$ cat config.mk
export PLATFORM = sky130hd
export DESIGN_NAME = ppms_sequencer
export DESIGN_NICKNAME = d
export VERILOG_FILES = /design/src/hdl/ppms_pkg.sv /design/src/hdl/ppms_sequencer.sv
export VERILOG_INCLUDE_DIRS = /design/src /design/src/hdl
export SDC_FILE = /design/constraint.sdc
export NUM_CORES = 2
export LEC_CHECK = 0
export BUFFER_PORTS_ARGS = -buffer_cell sky130_fd_sc_hd__clkbuf_2
export CORE_UTILIZATION = 37
export CTS_CLUSTER_SIZE = 24
export DETAILED_ROUTE_END_ITERATION = 6
export HOLD_SLACK_MARGIN = 0.05
export PLACE_DENSITY = 0.5
export REMOVE_ABC_BUFFERS = 1
export SYNTH_ARGS = -nofsm -noshare
export SYNTH_HDL_FRONTEND = slang
export SYNTH_SLANG_ARGS = --single-unit
$ cat constraint.sdc
create_clock -name core_clk_i -period 36.4 [get_ports core_clk_i]
set_input_delay 1.82 -clock core_clk_i [delete_from_list [all_inputs] [get_ports core_clk_i]]
set_output_delay 1.82 -clock core_clk_i [all_outputs]
set_load 0.01 [all_outputs]
$ cat src/hdl/ppms_regs.svh
// Object indices, field positions, codes and timing counts of the move sequencer
`ifndef PPMS_REGS_SVH
`define PPMS_REGS_SVH

`define PPMS_IDX_JERK       16'h2121
`define PPMS_IDX_MODE       16'h6060
`define PPMS_IDX_TARGET     16'h607a
`define PPMS_IDX_VEL        16'h6081
`define PPMS_IDX_ACC        16'h6083
`define PPMS_IDX_DEC        16'h6084
`define PPMS_IDX_ABORT      16'h6085
`define PPMS_IDX_SHAPE      16'h6086

`define PPMS_MODE_PROF_POS  8'h01
`define PPMS_SHAPE_TRAP     16'h0000
`define PPMS_SHAPE_SCURVE   16'h0003
`define PPMS_SHAPE_SPECVEL  16'hffff

`define PPMS_CW_NEW_SP      4
`define PPMS_CW_CHG_IMM     5
`define PPMS_CW_RELATIVE    6
`define PPMS_CW_HALT        8
`define PPMS_CW_CHG_SP      9
`define PPMS_SW_REACHED     10
`define PPMS_SW_SP_ACK      12

`define PPMS_RST_WORD       32'h0000_0000
`define PPMS_RST_MODE       8'h00
`define PPMS_RST_SHAPE      16'h0000

`define PPMS_CLK_NS         20
`define PPMS_CTRL_CYCLE_NS  10000
`define PPMS_CTRL_CYCLES    (`PPMS_CTRL_CYCLE_NS / `PPMS_CLK_NS)

`endif

$ cat src/hdl/ppms_pkg.sv
// Types shared by the profile position move sequencer
package ppms_pkg;

  typedef struct packed {
    logic [31:0] target;
    logic [31:0] vel;
    logic [31:0] acc;
    logic [31:0] dec;
    logic [31:0] jerk;
    logic [15:0] shape;
  } ppms_move_t;

  typedef enum logic [1:0] {
    PPMS_IDLE,
    PPMS_RUN,
    PPMS_HALTED
  } ppms_state_t;

endpackage

$ cat src/hdl/ppms_sequencer.sv
// Profile position move sequencer: move buffer, control word handshake, point-to-point trajectory
`timescale 1ns/100ps
`default_nettype none
`include "ppms_regs.svh"

// What this block does
// - Moves run only while operating mode select holds profile position.
// - Offers trapezoidal profile and jerk-bounded S-curve profile.
// - S-curve uses ramp-up rate for both speed-up and slow-down.
// - In-progress moves may change for trapezoid and special velocity, never S-curve.
// - Profile shape select chooses trapezoid, S-curve or special velocity.
// - Special velocity honours rates and cruise but never arrives.
// - Special velocity uses the target only for direction.
// - Relative destination is target plus the commanded position.
// - Absolute destination is the target taken from home.
// - Discrete moves with control bit 5 clear slow to zero before the next one starts.
// - Continuous series of moves only with the trapezoidal profile.
// - Continuous moves do not stop; next parameters apply at previous end.
// - Trapezoid holds one extra set-point, started when current move ends.
// - Jerk limit bounds acceleration change, used only in S-curve.
// - Destination comes from the move target object.
// - Cruise speed comes from the cruise velocity object.
// - Acceleration comes from the ramp-up rate object.
// - Abort ramp-down rate is unbuffered and applies at once.
// - Next-move parameters live in a buffer apart from the active ones.
// - Buffer may be rewritten any time before it is copied.
// - Rising control bit 4 copies the buffer to active and starts.
// - With control bit 5 clear, bit 4 edges during a move are ignored.
// - Status bit 10 sets on arrival or halt, clears on new target.
// - Status bit 12 sets on valid bit 4 edge, clears with bit 4.
module ppms_sequencer (
  // Clock and reset
  input  wire logic                   core_clk_i,
  input  wire logic                   rst_b_i,
  // Object access
  input  wire logic                   obj_wr_i,
  input  wire logic                   obj_rd_i,
  input  wire logic [15:0]            obj_index_i,
  input  wire logic [31:0]            obj_wdata_i,
  output var  logic [31:0]            obj_rdata_o,
  output var  logic                   obj_rvalid_o,
  // Control and status words
  input  wire logic [15:0]            ctrl_word_i,
  input  wire logic                   quick_stop_i,
  output var  logic [15:0]            status_word_o,
  // Trajectory
  output var  logic [31:0]            cmd_pos_o,
  output var  logic [31:0]            cmd_vel_o,
  output var  ppms_pkg::ppms_move_t   active_move_o
);
  import ppms_pkg::*;

  localparam int unsigned TICK_MAX = `PPMS_CTRL_CYCLES - 1;

  ppms_move_t  buf_move;
  ppms_move_t  pend_move;
  logic        pend_rel;
  logic        pend_valid;
  logic [7:0]  op_mode;
  logic [31:0] abort_rate;
  logic [31:0] dest;
  logic [31:0] brake_dist;
  logic [31:0] ramp;
  logic        slow_q;
  logic        nsp_q;
  logic [15:0] tick_cnt;
  logic        tick;
  ppms_state_t state;

  // Decoded control
  logic        nsp_rise;
  logic        pp_mode;
  logic        moving;
  logic        halt;
  logic        act_scurve;
  logic        act_spec;
  logic        valid_edge;
  logic        take_now;
  logic        queue_it;

  always_comb begin
    // The master drives the control word on this clock, so one flop of history finds the edge
    nsp_rise   = ctrl_word_i[`PPMS_CW_NEW_SP] & ~nsp_q;
    pp_mode    = (op_mode == `PPMS_MODE_PROF_POS);
    moving     = (state != PPMS_IDLE);
    halt       = ctrl_word_i[`PPMS_CW_HALT];
    act_scurve = (active_move_o.shape == `PPMS_SHAPE_SCURVE);
    act_spec   = (active_move_o.shape == `PPMS_SHAPE_SPECVEL);
    // Edge during a move needs bit 5 and a shape that can be changed
    valid_edge = nsp_rise & pp_mode & ~quick_stop_i &
                 (~moving | (ctrl_word_i[`PPMS_CW_CHG_IMM] & ~act_scurve));
    // Bit 9 with a trapezoid parks the set-point until the current move ends
    queue_it   = valid_edge & moving & ctrl_word_i[`PPMS_CW_CHG_SP] &
                 (active_move_o.shape == `PPMS_SHAPE_TRAP);
    take_now   = valid_edge & ~queue_it;
  end

  // Control cycle divider
  // Restarts at reset, so the first step lands a full control cycle after release
  always_ff @(posedge core_clk_i) begin
    if (!rst_b_i) begin
      tick_cnt <= 16'h0000;
      tick     <= 1'b0;
    end else if (tick_cnt == TICK_MAX[15:0]) begin
      tick_cnt <= 16'h0000;
      tick     <= 1'b1;
    end else begin
      tick_cnt <= tick_cnt + 16'h0001;
      tick     <= 1'b0;
    end
  end

  // Object writes: move objects go to the buffer, abort rate is live
  always_ff @(posedge core_clk_i) begin
    if (!rst_b_i) begin
      buf_move   <= '0;
      op_mode    <= `PPMS_RST_MODE;
      abort_rate <= `PPMS_RST_WORD;
    end else if (obj_wr_i) begin
      if (obj_index_i == `PPMS_IDX_JERK) begin
        buf_move.jerk <= obj_wdata_i;
      end else if (obj_index_i == `PPMS_IDX_MODE) begin
        op_mode <= obj_wdata_i[7:0];
      end else if (obj_index_i == `PPMS_IDX_TARGET) begin
        buf_move.target <= obj_wdata_i;
      end else if (obj_index_i == `PPMS_IDX_VEL) begin
        buf_move.vel <= obj_wdata_i;
      end else if (obj_index_i == `PPMS_IDX_ACC) begin
        buf_move.acc <= obj_wdata_i;
      end else if (obj_index_i == `PPMS_IDX_DEC) begin
        buf_move.dec <= obj_wdata_i;
      end else if (obj_index_i == `PPMS_IDX_ABORT) begin
        abort_rate <= obj_wdata_i;
      end else if (obj_index_i == `PPMS_IDX_SHAPE) begin
        buf_move.shape <= obj_wdata_i[15:0];
      end
    end
  end

  // Object reads: one cycle latency, unknown indices read zero
  // Reads show the buffer, not the running move, so a master can check the next move first
  always_ff @(posedge core_clk_i) begin
    if (!rst_b_i) begin
      obj_rdata_o  <= 32'h0000_0000;
      obj_rvalid_o <= 1'b0;
    end else begin
      obj_rvalid_o <= obj_rd_i;
      if (!obj_rd_i) begin
        obj_rdata_o <= obj_rdata_o;
      end else if (obj_index_i == `PPMS_IDX_JERK) begin
        obj_rdata_o <= buf_move.jerk;
      end else if (obj_index_i == `PPMS_IDX_MODE) begin
        obj_rdata_o <= {24'h000000, op_mode};
      end else if (obj_index_i == `PPMS_IDX_TARGET) begin
        obj_rdata_o <= buf_move.target;
      end else if (obj_index_i == `PPMS_IDX_VEL) begin
        obj_rdata_o <= buf_move.vel;
      end else if (obj_index_i == `PPMS_IDX_ACC) begin
        obj_rdata_o <= buf_move.acc;
      end else if (obj_index_i == `PPMS_IDX_DEC) begin
        obj_rdata_o <= buf_move.dec;
      end else if (obj_index_i == `PPMS_IDX_ABORT) begin
        obj_rdata_o <= abort_rate;
      end else if (obj_index_i == `PPMS_IDX_SHAPE) begin
        obj_rdata_o <= {16'h0000, buf_move.shape};
      end else begin
        obj_rdata_o <= 32'h0000_0000;
      end
    end
  end

  // Trajectory step for one control cycle
  logic [32:0] rem;
  logic [32:0] rem_mag;
  logic        dir_pos;
  logic        slow;
  logic [32:0] ramp_sum;
  logic [31:0] next_ramp;
  logic [31:0] rate_up;
  logic [31:0] rate_dn;
  logic [32:0] up_sum;
  logic [31:0] next_vel;
  logic [31:0] step;
  logic        arrive;
  logic [31:0] next_pos;

  always_comb begin
    rem     = {dest[31], dest} - {cmd_pos_o[31], cmd_pos_o};
    rem_mag = rem[32] ? (33'h0 - rem) : rem;
    // Special velocity heads toward the sign of the target forever
    dir_pos = act_spec ? ~active_move_o.target[31] : ~rem[32];
    // A parked set-point suppresses braking so the motor runs straight into the next move
    slow    = halt | quick_stop_i | ~pp_mode |
              (~act_spec & ~pend_valid & (rem_mag <= {1'b0, brake_dist}));
    // Jerk-limited ramp of the rate; restarts when the phase flips
    ramp_sum  = {1'b0, (slow == slow_q) ? ramp : 32'h0000_0000} + {1'b0, active_move_o.jerk};
    next_ramp = (ramp_sum > {1'b0, active_move_o.acc}) ? active_move_o.acc : ramp_sum[31:0];
    rate_up   = act_scurve ? next_ramp : active_move_o.acc;
    if (quick_stop_i) begin
      rate_dn = abort_rate;
    end else if (act_scurve) begin
      rate_dn = next_ramp;
    end else begin
      rate_dn = active_move_o.dec;
    end
    up_sum = {1'b0, cmd_vel_o} + {1'b0, rate_up};
    if (slow || cmd_vel_o > active_move_o.vel) begin
      next_vel = (cmd_vel_o > rate_dn) ? (cmd_vel_o - rate_dn) : 32'h0000_0000;
      if (!slow && next_vel < active_move_o.vel) begin
        next_vel = active_move_o.vel;
      end
    end else if (up_sum > {1'b0, active_move_o.vel}) begin
      next_vel = active_move_o.vel;
    end else begin
      next_vel = up_sum[31:0];
    end
    // Creep so a short brake estimate cannot stall short of the target
    if (!halt && !quick_stop_i && pp_mode && !act_spec && rem_mag != 33'h0 && next_vel == 32'h0) begin
      next_vel = 32'h0000_0001;
    end
    if (!act_spec && {1'b0, next_vel} >= rem_mag) begin
      step   = rem_mag[31:0];
      arrive = 1'b1;
    end else begin
      step   = next_vel;
      arrive = 1'b0;
    end
    next_pos = dir_pos ? (cmd_pos_o + step) : (cmd_pos_o - step);
  end

  // Activation of a move from the buffer or the parked set-point
  always_ff @(posedge core_clk_i) begin
    if (!rst_b_i) begin
      active_move_o <= '0;
      dest          <= `PPMS_RST_WORD;
      pend_move     <= '0;
      pend_rel      <= 1'b0;
      pend_valid    <= 1'b0;
    end else if (take_now) begin
      active_move_o <= buf_move;
      // Relative base is the position at the accepted edge, not at the first tick
      if (ctrl_word_i[`PPMS_CW_RELATIVE]) begin
        dest <= buf_move.target + cmd_pos_o;
      end else begin
        dest <= buf_move.target;
      end
    end else if (queue_it) begin
      pend_move  <= buf_move;
      pend_rel   <= ctrl_word_i[`PPMS_CW_RELATIVE];
      pend_valid <= 1'b1;
    end else if (tick && state == PPMS_RUN && arrive && pend_valid) begin
      active_move_o <= pend_move;
      // A parked relative move counts from the end of the move it follows
      dest          <= pend_rel ? (pend_move.target + next_pos) : pend_move.target;
      pend_valid    <= 1'b0;
    end else if (quick_stop_i || !pp_mode) begin
      // An abandoned move drops any parked set-point
      pend_valid <= 1'b0;
    end
  end

  // Commanded position and velocity, once per control cycle
  always_ff @(posedge core_clk_i) begin
    if (!rst_b_i) begin
      cmd_pos_o  <= `PPMS_RST_WORD;
      cmd_vel_o  <= `PPMS_RST_WORD;
      brake_dist <= `PPMS_RST_WORD;
      ramp       <= `PPMS_RST_WORD;
      slow_q     <= 1'b0;
    end else if (tick && state == PPMS_RUN) begin
      cmd_pos_o <= next_pos;
      ramp      <= next_ramp;
      slow_q    <= slow;
      // Brake distance mirrors the distance spent speeding up
      if (arrive && !pend_valid) begin
        cmd_vel_o  <= 32'h0000_0000;
        brake_dist <= 32'h0000_0000;
      end else begin
        cmd_vel_o <= next_vel;
        if (next_vel > cmd_vel_o) begin
          brake_dist <= brake_dist + step;
        end else if (next_vel < cmd_vel_o) begin
          brake_dist <= (brake_dist > step) ? (brake_dist - step) : 32'h0000_0000;
        end
      end
    // Outside a move the profile state clears so the next move starts from rest
    end else if (state == PPMS_IDLE) begin
      cmd_vel_o  <= 32'h0000_0000;
      brake_dist <= 32'h0000_0000;
      ramp       <= 32'h0000_0000;
    end
  end

  // Move state
  always_ff @(posedge core_clk_i) begin
    if (!rst_b_i) begin
      state <= PPMS_IDLE;
    end else begin
      case (state)
        PPMS_IDLE: begin
          if (take_now) begin
            state <= PPMS_RUN;
          end
        end
        PPMS_RUN: begin
          // A set-point taken on the arrival tick must not be lost to the idle transition
          if (valid_edge) begin
            state <= PPMS_RUN;
          end else if (tick) begin
            if (arrive && !pend_valid) begin
              state <= PPMS_IDLE;
            end else if (next_vel == 32'h0000_0000 && (quick_stop_i || !pp_mode)) begin
              state <= PPMS_IDLE;
            end else if (next_vel == 32'h0000_0000 && halt) begin
              state <= PPMS_HALTED;
            end
          end
        end
        PPMS_HALTED: begin
          // Release resumes the same move; quick stop or leaving the mode abandons it
          if (quick_stop_i || !pp_mode) begin
            state <= PPMS_IDLE;
          end else if (!halt || take_now) begin
            state <= PPMS_RUN;
          end
        end
        default: begin
          state <= PPMS_IDLE;
        end
      endcase
    end
  end

  // Handshake flags
  logic next_reached;
  logic next_ack;

  always_comb begin
    next_reached = status_word_o[`PPMS_SW_REACHED];
    // A parked set-point is a new target too; it outranks a same-cycle arrival
    if (valid_edge) begin
      next_reached = 1'b0;
    end else if (tick && state == PPMS_RUN && next_vel == 32'h0000_0000 &&
                 (halt || quick_stop_i || !pp_mode)) begin
      next_reached = 1'b1;
    end else if (tick && state == PPMS_RUN && arrive && !pend_valid) begin
      next_reached = 1'b1;
    end
    // Set wins: a valid edge implies bit 4 is high in the same cycle
    next_ack = status_word_o[`PPMS_SW_SP_ACK] & ctrl_word_i[`PPMS_CW_NEW_SP];
    if (valid_edge) begin
      next_ack = 1'b1;
    end
  end

  always_ff @(posedge core_clk_i) begin
    if (!rst_b_i) begin
      nsp_q         <= 1'b0;
      // Only bits 10 and 12 are ever driven; the rest of the word stays zero
      status_word_o <= 16'h0000;
    end else begin
      nsp_q                            <= ctrl_word_i[`PPMS_CW_NEW_SP];
      status_word_o[`PPMS_SW_REACHED]  <= next_reached;
      status_word_o[`PPMS_SW_SP_ACK]   <= next_ack;
    end
  end

endmodule
`default_nettype wire

After elaboration in Yosys (flattened, before gate mapping)
Index checks and enable logic that the tools add are counted.
{"block": "totals", "output_inout_bits": 289, "register_bits": 786, "wordCells": 222, "input_bits": 69}
{"block": "op_classes", "n_bitwise": 35, "addsub": 12, "n_lt_le_gt_ge": 10, "muxes": 56, "eq_ne": 21, "reduce_logical": 52}
{"operator": "$mux W32", "count": 33}
{"operator": "$mux W176", "count": 3}
{"operator": "$add A32 B32 Y32", "count": 4}
{"operator": "$gt A32 B32 Y1", "count": 4}
{"operator": "$eq A16 B15 Y1 const B", "count": 7}
{"operator": "$sub A32 B32 Y32", "count": 3}
{"operator": "$add A32 B32 Y33", "count": 2}
{"operator": "$gt A33 B32 Y1", "count": 2}
{"operator": "$logic_not A32 Y1", "count": 2}
{"operator": "$lt A32 B32 Y1", "count": 2}
{"operator": "$ge A32 B33 Y1", "count": 1}
{"operator": "$le A33 B32 Y1", "count": 1}
{"operator": "$mux W33", "count": 1}
{"operator": "$reduce_bool A33 Y1", "count": 1}
{"operator": "$sub A1 B33 Y33 const A", "count": 1}
{"operator": "$sub A32 B32 Y33", "count": 1}
{"operator": "$not A1 Y1", "count": 19}
{"operator": "$add A16 B1 Y16 const B", "count": 1}
{"operator": "$eq A16 B14 Y1 const B", "count": 1}
{"operator": "$eq A16 B16 Y1 const B", "count": 1}
{"operator": "$eq A16 B2 Y1 const B", "count": 1}
{"operator": "$eq A16 B9 Y1 const B", "count": 1}
{"operator": "$logic_and A1 B1 Y1", "count": 16}
{"operator": "$logic_not A16 Y1", "count": 1}
{"operator": "28 further kinds", "count": 77}

Logic depth before layout (Yosys ltp)
{"block": "depth", "depth_word": 32, "depth_mapped": 149, "ltp_nobuf": 137}

Worst setup path before layout
Ideal clock, no wire load.
{"block": "synth_path", "path_type": "register to register", "from": "reg cmd_pos_o[1]", "to": "reg dest[31]", "slack_ns": 9.273, "n_path_buf": 15, "synth_period_minus_slack_ns": 27.127, "arrival_time_ns": 27.032, "setup_time_ns": 0.095, "path_stages_with_launch": 138, "path_cell_list": "dfxtp_1 inv_1 fa_1 a211oi_2 o21ai_2 a2111o_1 a21oi_1 xnor2_1 or2_1 nor4_1 buf_2 nand2_1 or4_1 and2_1 xor2_1 inv_1 ha_1 nand4_1 (+102 left out) a211oi_1 nor3_1 ha_1 and2_1 a31o_2 a31oi_1 a21oi_1 a41oi_1 a211oi_1 a21oi_1 o21ai_0 nand3_1 a31oi_1 a21o_1 a21oi_1 xnor3_1 mux2i_1 a221oi_1"}
{"block": "synth_via", "elab_chain_cells": 32}
{"item": "from (decl)", "line": "ppms_sequencer.sv:47", "rtl": "output var logic [31:0] cmd_pos_o,"}
{"item": "from (signal assigned)", "line": "ppms_sequencer.sv:265", "rtl": "cmd_pos_o <= `PPMS_RST_WORD;"}
{"item": "from (signal assigned)", "line": "ppms_sequencer.sv:271", "rtl": "cmd_pos_o <= next_pos;"}
{"item": "$sub A32 B32 Y33", "line": "ppms_sequencer.sv:188", "rtl": "rem = {dest[31], dest} - {cmd_pos_o[31], cmd_pos_o};"}
{"item": "$sub A1 B33 Y33", "line": "ppms_sequencer.sv:189", "rtl": "rem_mag = rem[32] ? (33'h0 - rem) : rem;"}
{"item": "$mux W33", "line": "ppms_sequencer.sv:189"}
{"item": "$le A33 B32 Y1", "line": "ppms_sequencer.sv:194", "rtl": "(~act_spec & ~pend_valid & (rem_mag <= {1'b0, brake_dist}));"}
{"item": "$and A1 B1 Y1", "line": "ppms_sequencer.sv:194"}
{"item": "$or A1 B1 Y1", "line": "ppms_sequencer.sv:193", "rtl": "slow = halt | quick_stop_i | ~pp_mode |"}
{"item": "$eq A1 B1 Y1", "line": "ppms_sequencer.sv:196", "rtl": "ramp_sum = {1'b0, (slow == slow_q) ? ramp : 32'h0000_0000} + {1'b0, active_move_o.jerk};"}
{"item": "$mux W32", "line": "ppms_sequencer.sv:196"}
{"item": "(+17 left out)"}
{"item": "$sub A32 B32 Y32 or $add A32 B32 Y32 (tied branches)", "line": "ppms_sequencer.sv:228", "rtl": "next_pos = dir_pos ? (cmd_pos_o + step) : (cmd_pos_o - step);"}
{"item": "$mux W32 *", "line": "ppms_sequencer.sv:228"}
{"item": "named net next_pos[14]", "line": "ppms_sequencer.sv:185", "rtl": "logic [31:0] next_pos;"}
{"item": "$add A32 B32 Y32 *", "line": "ppms_sequencer.sv:254", "rtl": "dest <= pend_rel ? (pend_move.target + next_pos) : pend_move.target;"}
{"item": "$mux W32 *", "line": "ppms_sequencer.sv:254"}
{"item": "$mux W32 *", "line": "ppms_sequencer.sv:251", "rtl": "end else if (tick && state == PPMS_RUN && arrive && pend_valid) begin"}
{"item": "$mux W32 *", "line": "ppms_sequencer.sv:247", "rtl": "end else if (queue_it) begin"}
{"item": "$mux W32 *", "line": "ppms_sequencer.sv:239", "rtl": "end else if (take_now) begin"}
{"item": "to (signal assigned)", "line": "ppms_sequencer.sv:243", "rtl": "dest <= buf_move.target + cmd_pos_o;"}
{"item": "to (signal assigned)", "line": "ppms_sequencer.sv:245", "rtl": "dest <= buf_move.target;"}
{"item": "to (signal assigned)", "line": "ppms_sequencer.sv:254"}
{"item": "to (decl)", "line": "ppms_sequencer.sv:61", "rtl": "logic [31:0] dest;"}
Mark *: on every way through the listed nets, which the timed path passes. The rest lies on a longest branch. The select of a mux whose other input is x is not followed.
A chain may end at the register's enable or synchronous reset.

Worst setup path after layout
Same ends and word-level chain as after synthesis.

==> flow_summary.json <==
{
  "clock_path_buffers": 3,
  "rows": 140,
  "drv_cap": 0,
  "hold_slack_ns": 0.443,
  "drtAntennaViolNets": 0,
  "grt_max_degree": 205,
  "layout-drive-gt1-share_pct": 9.41,
  "async_flop_share_pct": 0,
  "gp_congestion": 0.951,
  "root_buffer": "clkbuf_16",
  "worstPathMaxFanout": 32,
  "synthFlopType": "dfxtp_1",
  "path_class": "reg2reg",
  "wl_met1_um": 105000,
  "drt_pass1_iterations": 7,
  "synth_area_leaders": "dfxtp_1 29%, ha_1 12%, nand2_1 11%",
  "cts.sinks": 786,
  "setup_tns_ns": 0,
  "path_delay_family": "compound AO/OA/AOI/OAI gates",
  "vdd.ir_drop.worst_uv": 37.9,
  "synth-seq-area-share_pct": 28.8,
  "dp.cells": 9318,
  "finalPower_mw": 1.98,
  "grt_usage_pct": 30.7,
  "met3_length_um": 15900,
  "vias": 55200,
  "syn_to_final_growth_pct": 12.7,
  "r2r_slack_ns": 2.21,
  "setup_violations": 0,
  "clkTransAtPathRegs_ns": 0.06,
  "boundaryPins": 358,
  "highest_layer": "met4",
  "yosysTopAreaCellShare_pct": 28.8,
  "synth_area_per_cell_um2": 7.38,
  "worst_path_max_delay_cell": "a211oi_1",
  "power.density_mw_per_mm2": 32.2,
  "endpoint_kind": "flop",
  "cts_htree_levels": 3,
  "fp.dieArea_mm2": 0.149,
  "worstMarginPinSlew_ns": 1.37,
  "setup_slack_ns": 2.21,
  "grt_pass1_wl_um": 343000,
  "synthDistinctLibCells": 97,
  "ys_ff_latch": 786,
  "detail_route.wl_per_cell_um": 25.0,
  "portBuffers": 332,
  "dr_wl_met2_um": 107000,
  "drc": 0,
  "initial_core_util_pct": 37.4,
  "worstSkewPairLatency_ns": 0.75,
  "dp_slack_ns": 2.39,
  "cts_tree": "done",
  "crit_path_frequent_cell": "o21ai_0",
  "antenna_found_initial": 9,
  "status": "finished, final reports clean",
  "syn_area_mm2": 0.0546,
  "final_net_count": 8091,
  "hold_path_class": "reg2reg",
  "die_height_um": 386,
  "max_freq_mhz": 29.2,
  "synth_common_cells": "1559 x nand2_1, 801 x a21oi_1, 786 x dfxtp_1",
  "syn_inst": 7401,
  "fin_crit_ns": 34.19,
  "hold_buffers": 0,
  "required_ns": 37.02,
  "synth_edf_count": 0,
  "dp_hpwl_um": 175000,
  "die_w_um": 386,
  "initialDrtViolationCount": 4875,
  "ctsResizeCount": 0,
  "yosysWarnings": 0,
  "rsz0062_at_grt": "no",
  "post_cts_buffers": 0,
  "fin_crit_sh_pct": 93.9,
  "cp.buffers_inverters": 8,
  "via_per_inst": 5.81,
  "cts_made_buffers": 96,
  "total_leakage_power_nw": 25.5,
  "final_cells": 9501,
  "clock_skew_ns": 0.0470,
  "yosysMostFrequentCell": "nand2_1",
  "start_kind": "flop",
  "overflow": 0,
  "max_stage_delay_ns": 0.69,
  "grt_pass1_vias": 50700,
  "finalHoldViolations": 0,
  "drt-total-wl_um": 238000,
  "relSlewSlack_pct": 7.77,
  "core_area_mm2": 0.146,
  "drv_slew": 0,
  "synth_top_area_cell": "dfxtp_1",
  "cp.arrival_ns": 34.81
}
[layout make-up]
type	instances	area [µm²]
antenna	3	7.51
clock buffer	142	2880
clock inverter	38	673
fill	15000	84500
inverter	327	1230
multi-input combinational	5845	36100
sequential	786	15700
tap	1917	2400
timing repair buffer	443	2530
[cell usage in the layout, fill, tap and decap left out, types with 27 or more instances in the layout]
master	count
nor4_1	30
ha_1	514
a21o_1	145
or3_1	36
nand4_1	71
inv_1	325
o22ai_1	27
or2_2	29
nor2b_1	63
xnor2_1	174
a31oi_1	66
o21a_1	51
and2_1	58
clkbuf_2	331
nor2_1	584
nand3_1	88
a311oi_1	181
a211oi_1	82
o21bai_1	42
nor3_1	89
o21ai_0	318
clkbuf_16	97
o31ai_1	31
a21oi_1	801
dfxtp_1	785
mux2i_1	106
nand2_1	1558
clkbuf_8	28
buf_4	108
nand2b_1	51
xor2_1	85
and3_1	45
o211ai_1	36
a22oi_1	93
[logic make-up after synthesis]
kind of cell,count (synthesis),share of synthesized area [%]
xor+xnor,261,4.21
flops,786,28.8
buf+inv,783,5.52
fa+ha+maj,523,12.1
compound gates,2123,24.9
simple gates,2805,22.2
other cells,1,0.00686
mux,119,2.21
[metrics by stage]
stage          cell area, µm²  util, %
2_1_floorplan           52900        -
3_3_place_gp            58000     39.7
3_5_place_dp            58000     39.7
4_1_cts                 61600     42.1
5_1_grt                 61600     42.1
6_report                61600     42.1
[registers in the layout, summed over array words and instances, names as in the netlist, 16 cells and up]
| register | count |
|---|---|
| cmd_pos_o | 32 |
| buf_move | 176 |
| tick_cnt | 16 |
| active_move_o | 176 |
| dest | 32 |
| obj_rdata_o | 32 |
| ramp | 32 |
| abort_rate | 32 |
| brake_dist | 32 |
| pend_move | 176 |
| cmd_vel_o | 32 |
[path summary, 6_finish.rpt]
kind / endpoint / cells past startpoint / start
setup / recovery: dest[31] / 126 / cmd_pos_o[1]
hold / removal: ramp[12] / 2 / ramp[12]
setup reg to reg: dest[31] / 126 / cmd_pos_o[1]
hold reg to reg: ramp[12] / 2 / ramp[12]
[per-layer routing]
| layer | vias to the layer above | track usage [%] |
|---|---|---|
| met2 | 1901 | 49.5 |
| met5 | - | 0 |
| li1 | 26400 | - |
| met4 | 0 | 11.3 |
| met1 | 26500 | 41.4 |
| met3 | 366 | 4.56 |
[worst min-delay path, stage by stage, from the launching register on]
cell and delay (ns):
dfxtp_1 0.32, nand2_1 0.04, o21ai_0 0.05
[power by group]
| group | internal, mW | switching [mW] | leakage (nW) |
|---|---|---|---|
| combinational | 0.00839 | 0.0322 | 17.5 |
| sequential | 0.862 | 0.00146 | 6.33 |
| clock | 0.644 | 0.436 | 1.72 |
| total | 1.51 | 0.470 | 25.5 |
Power figures use the tool's default switching activity.
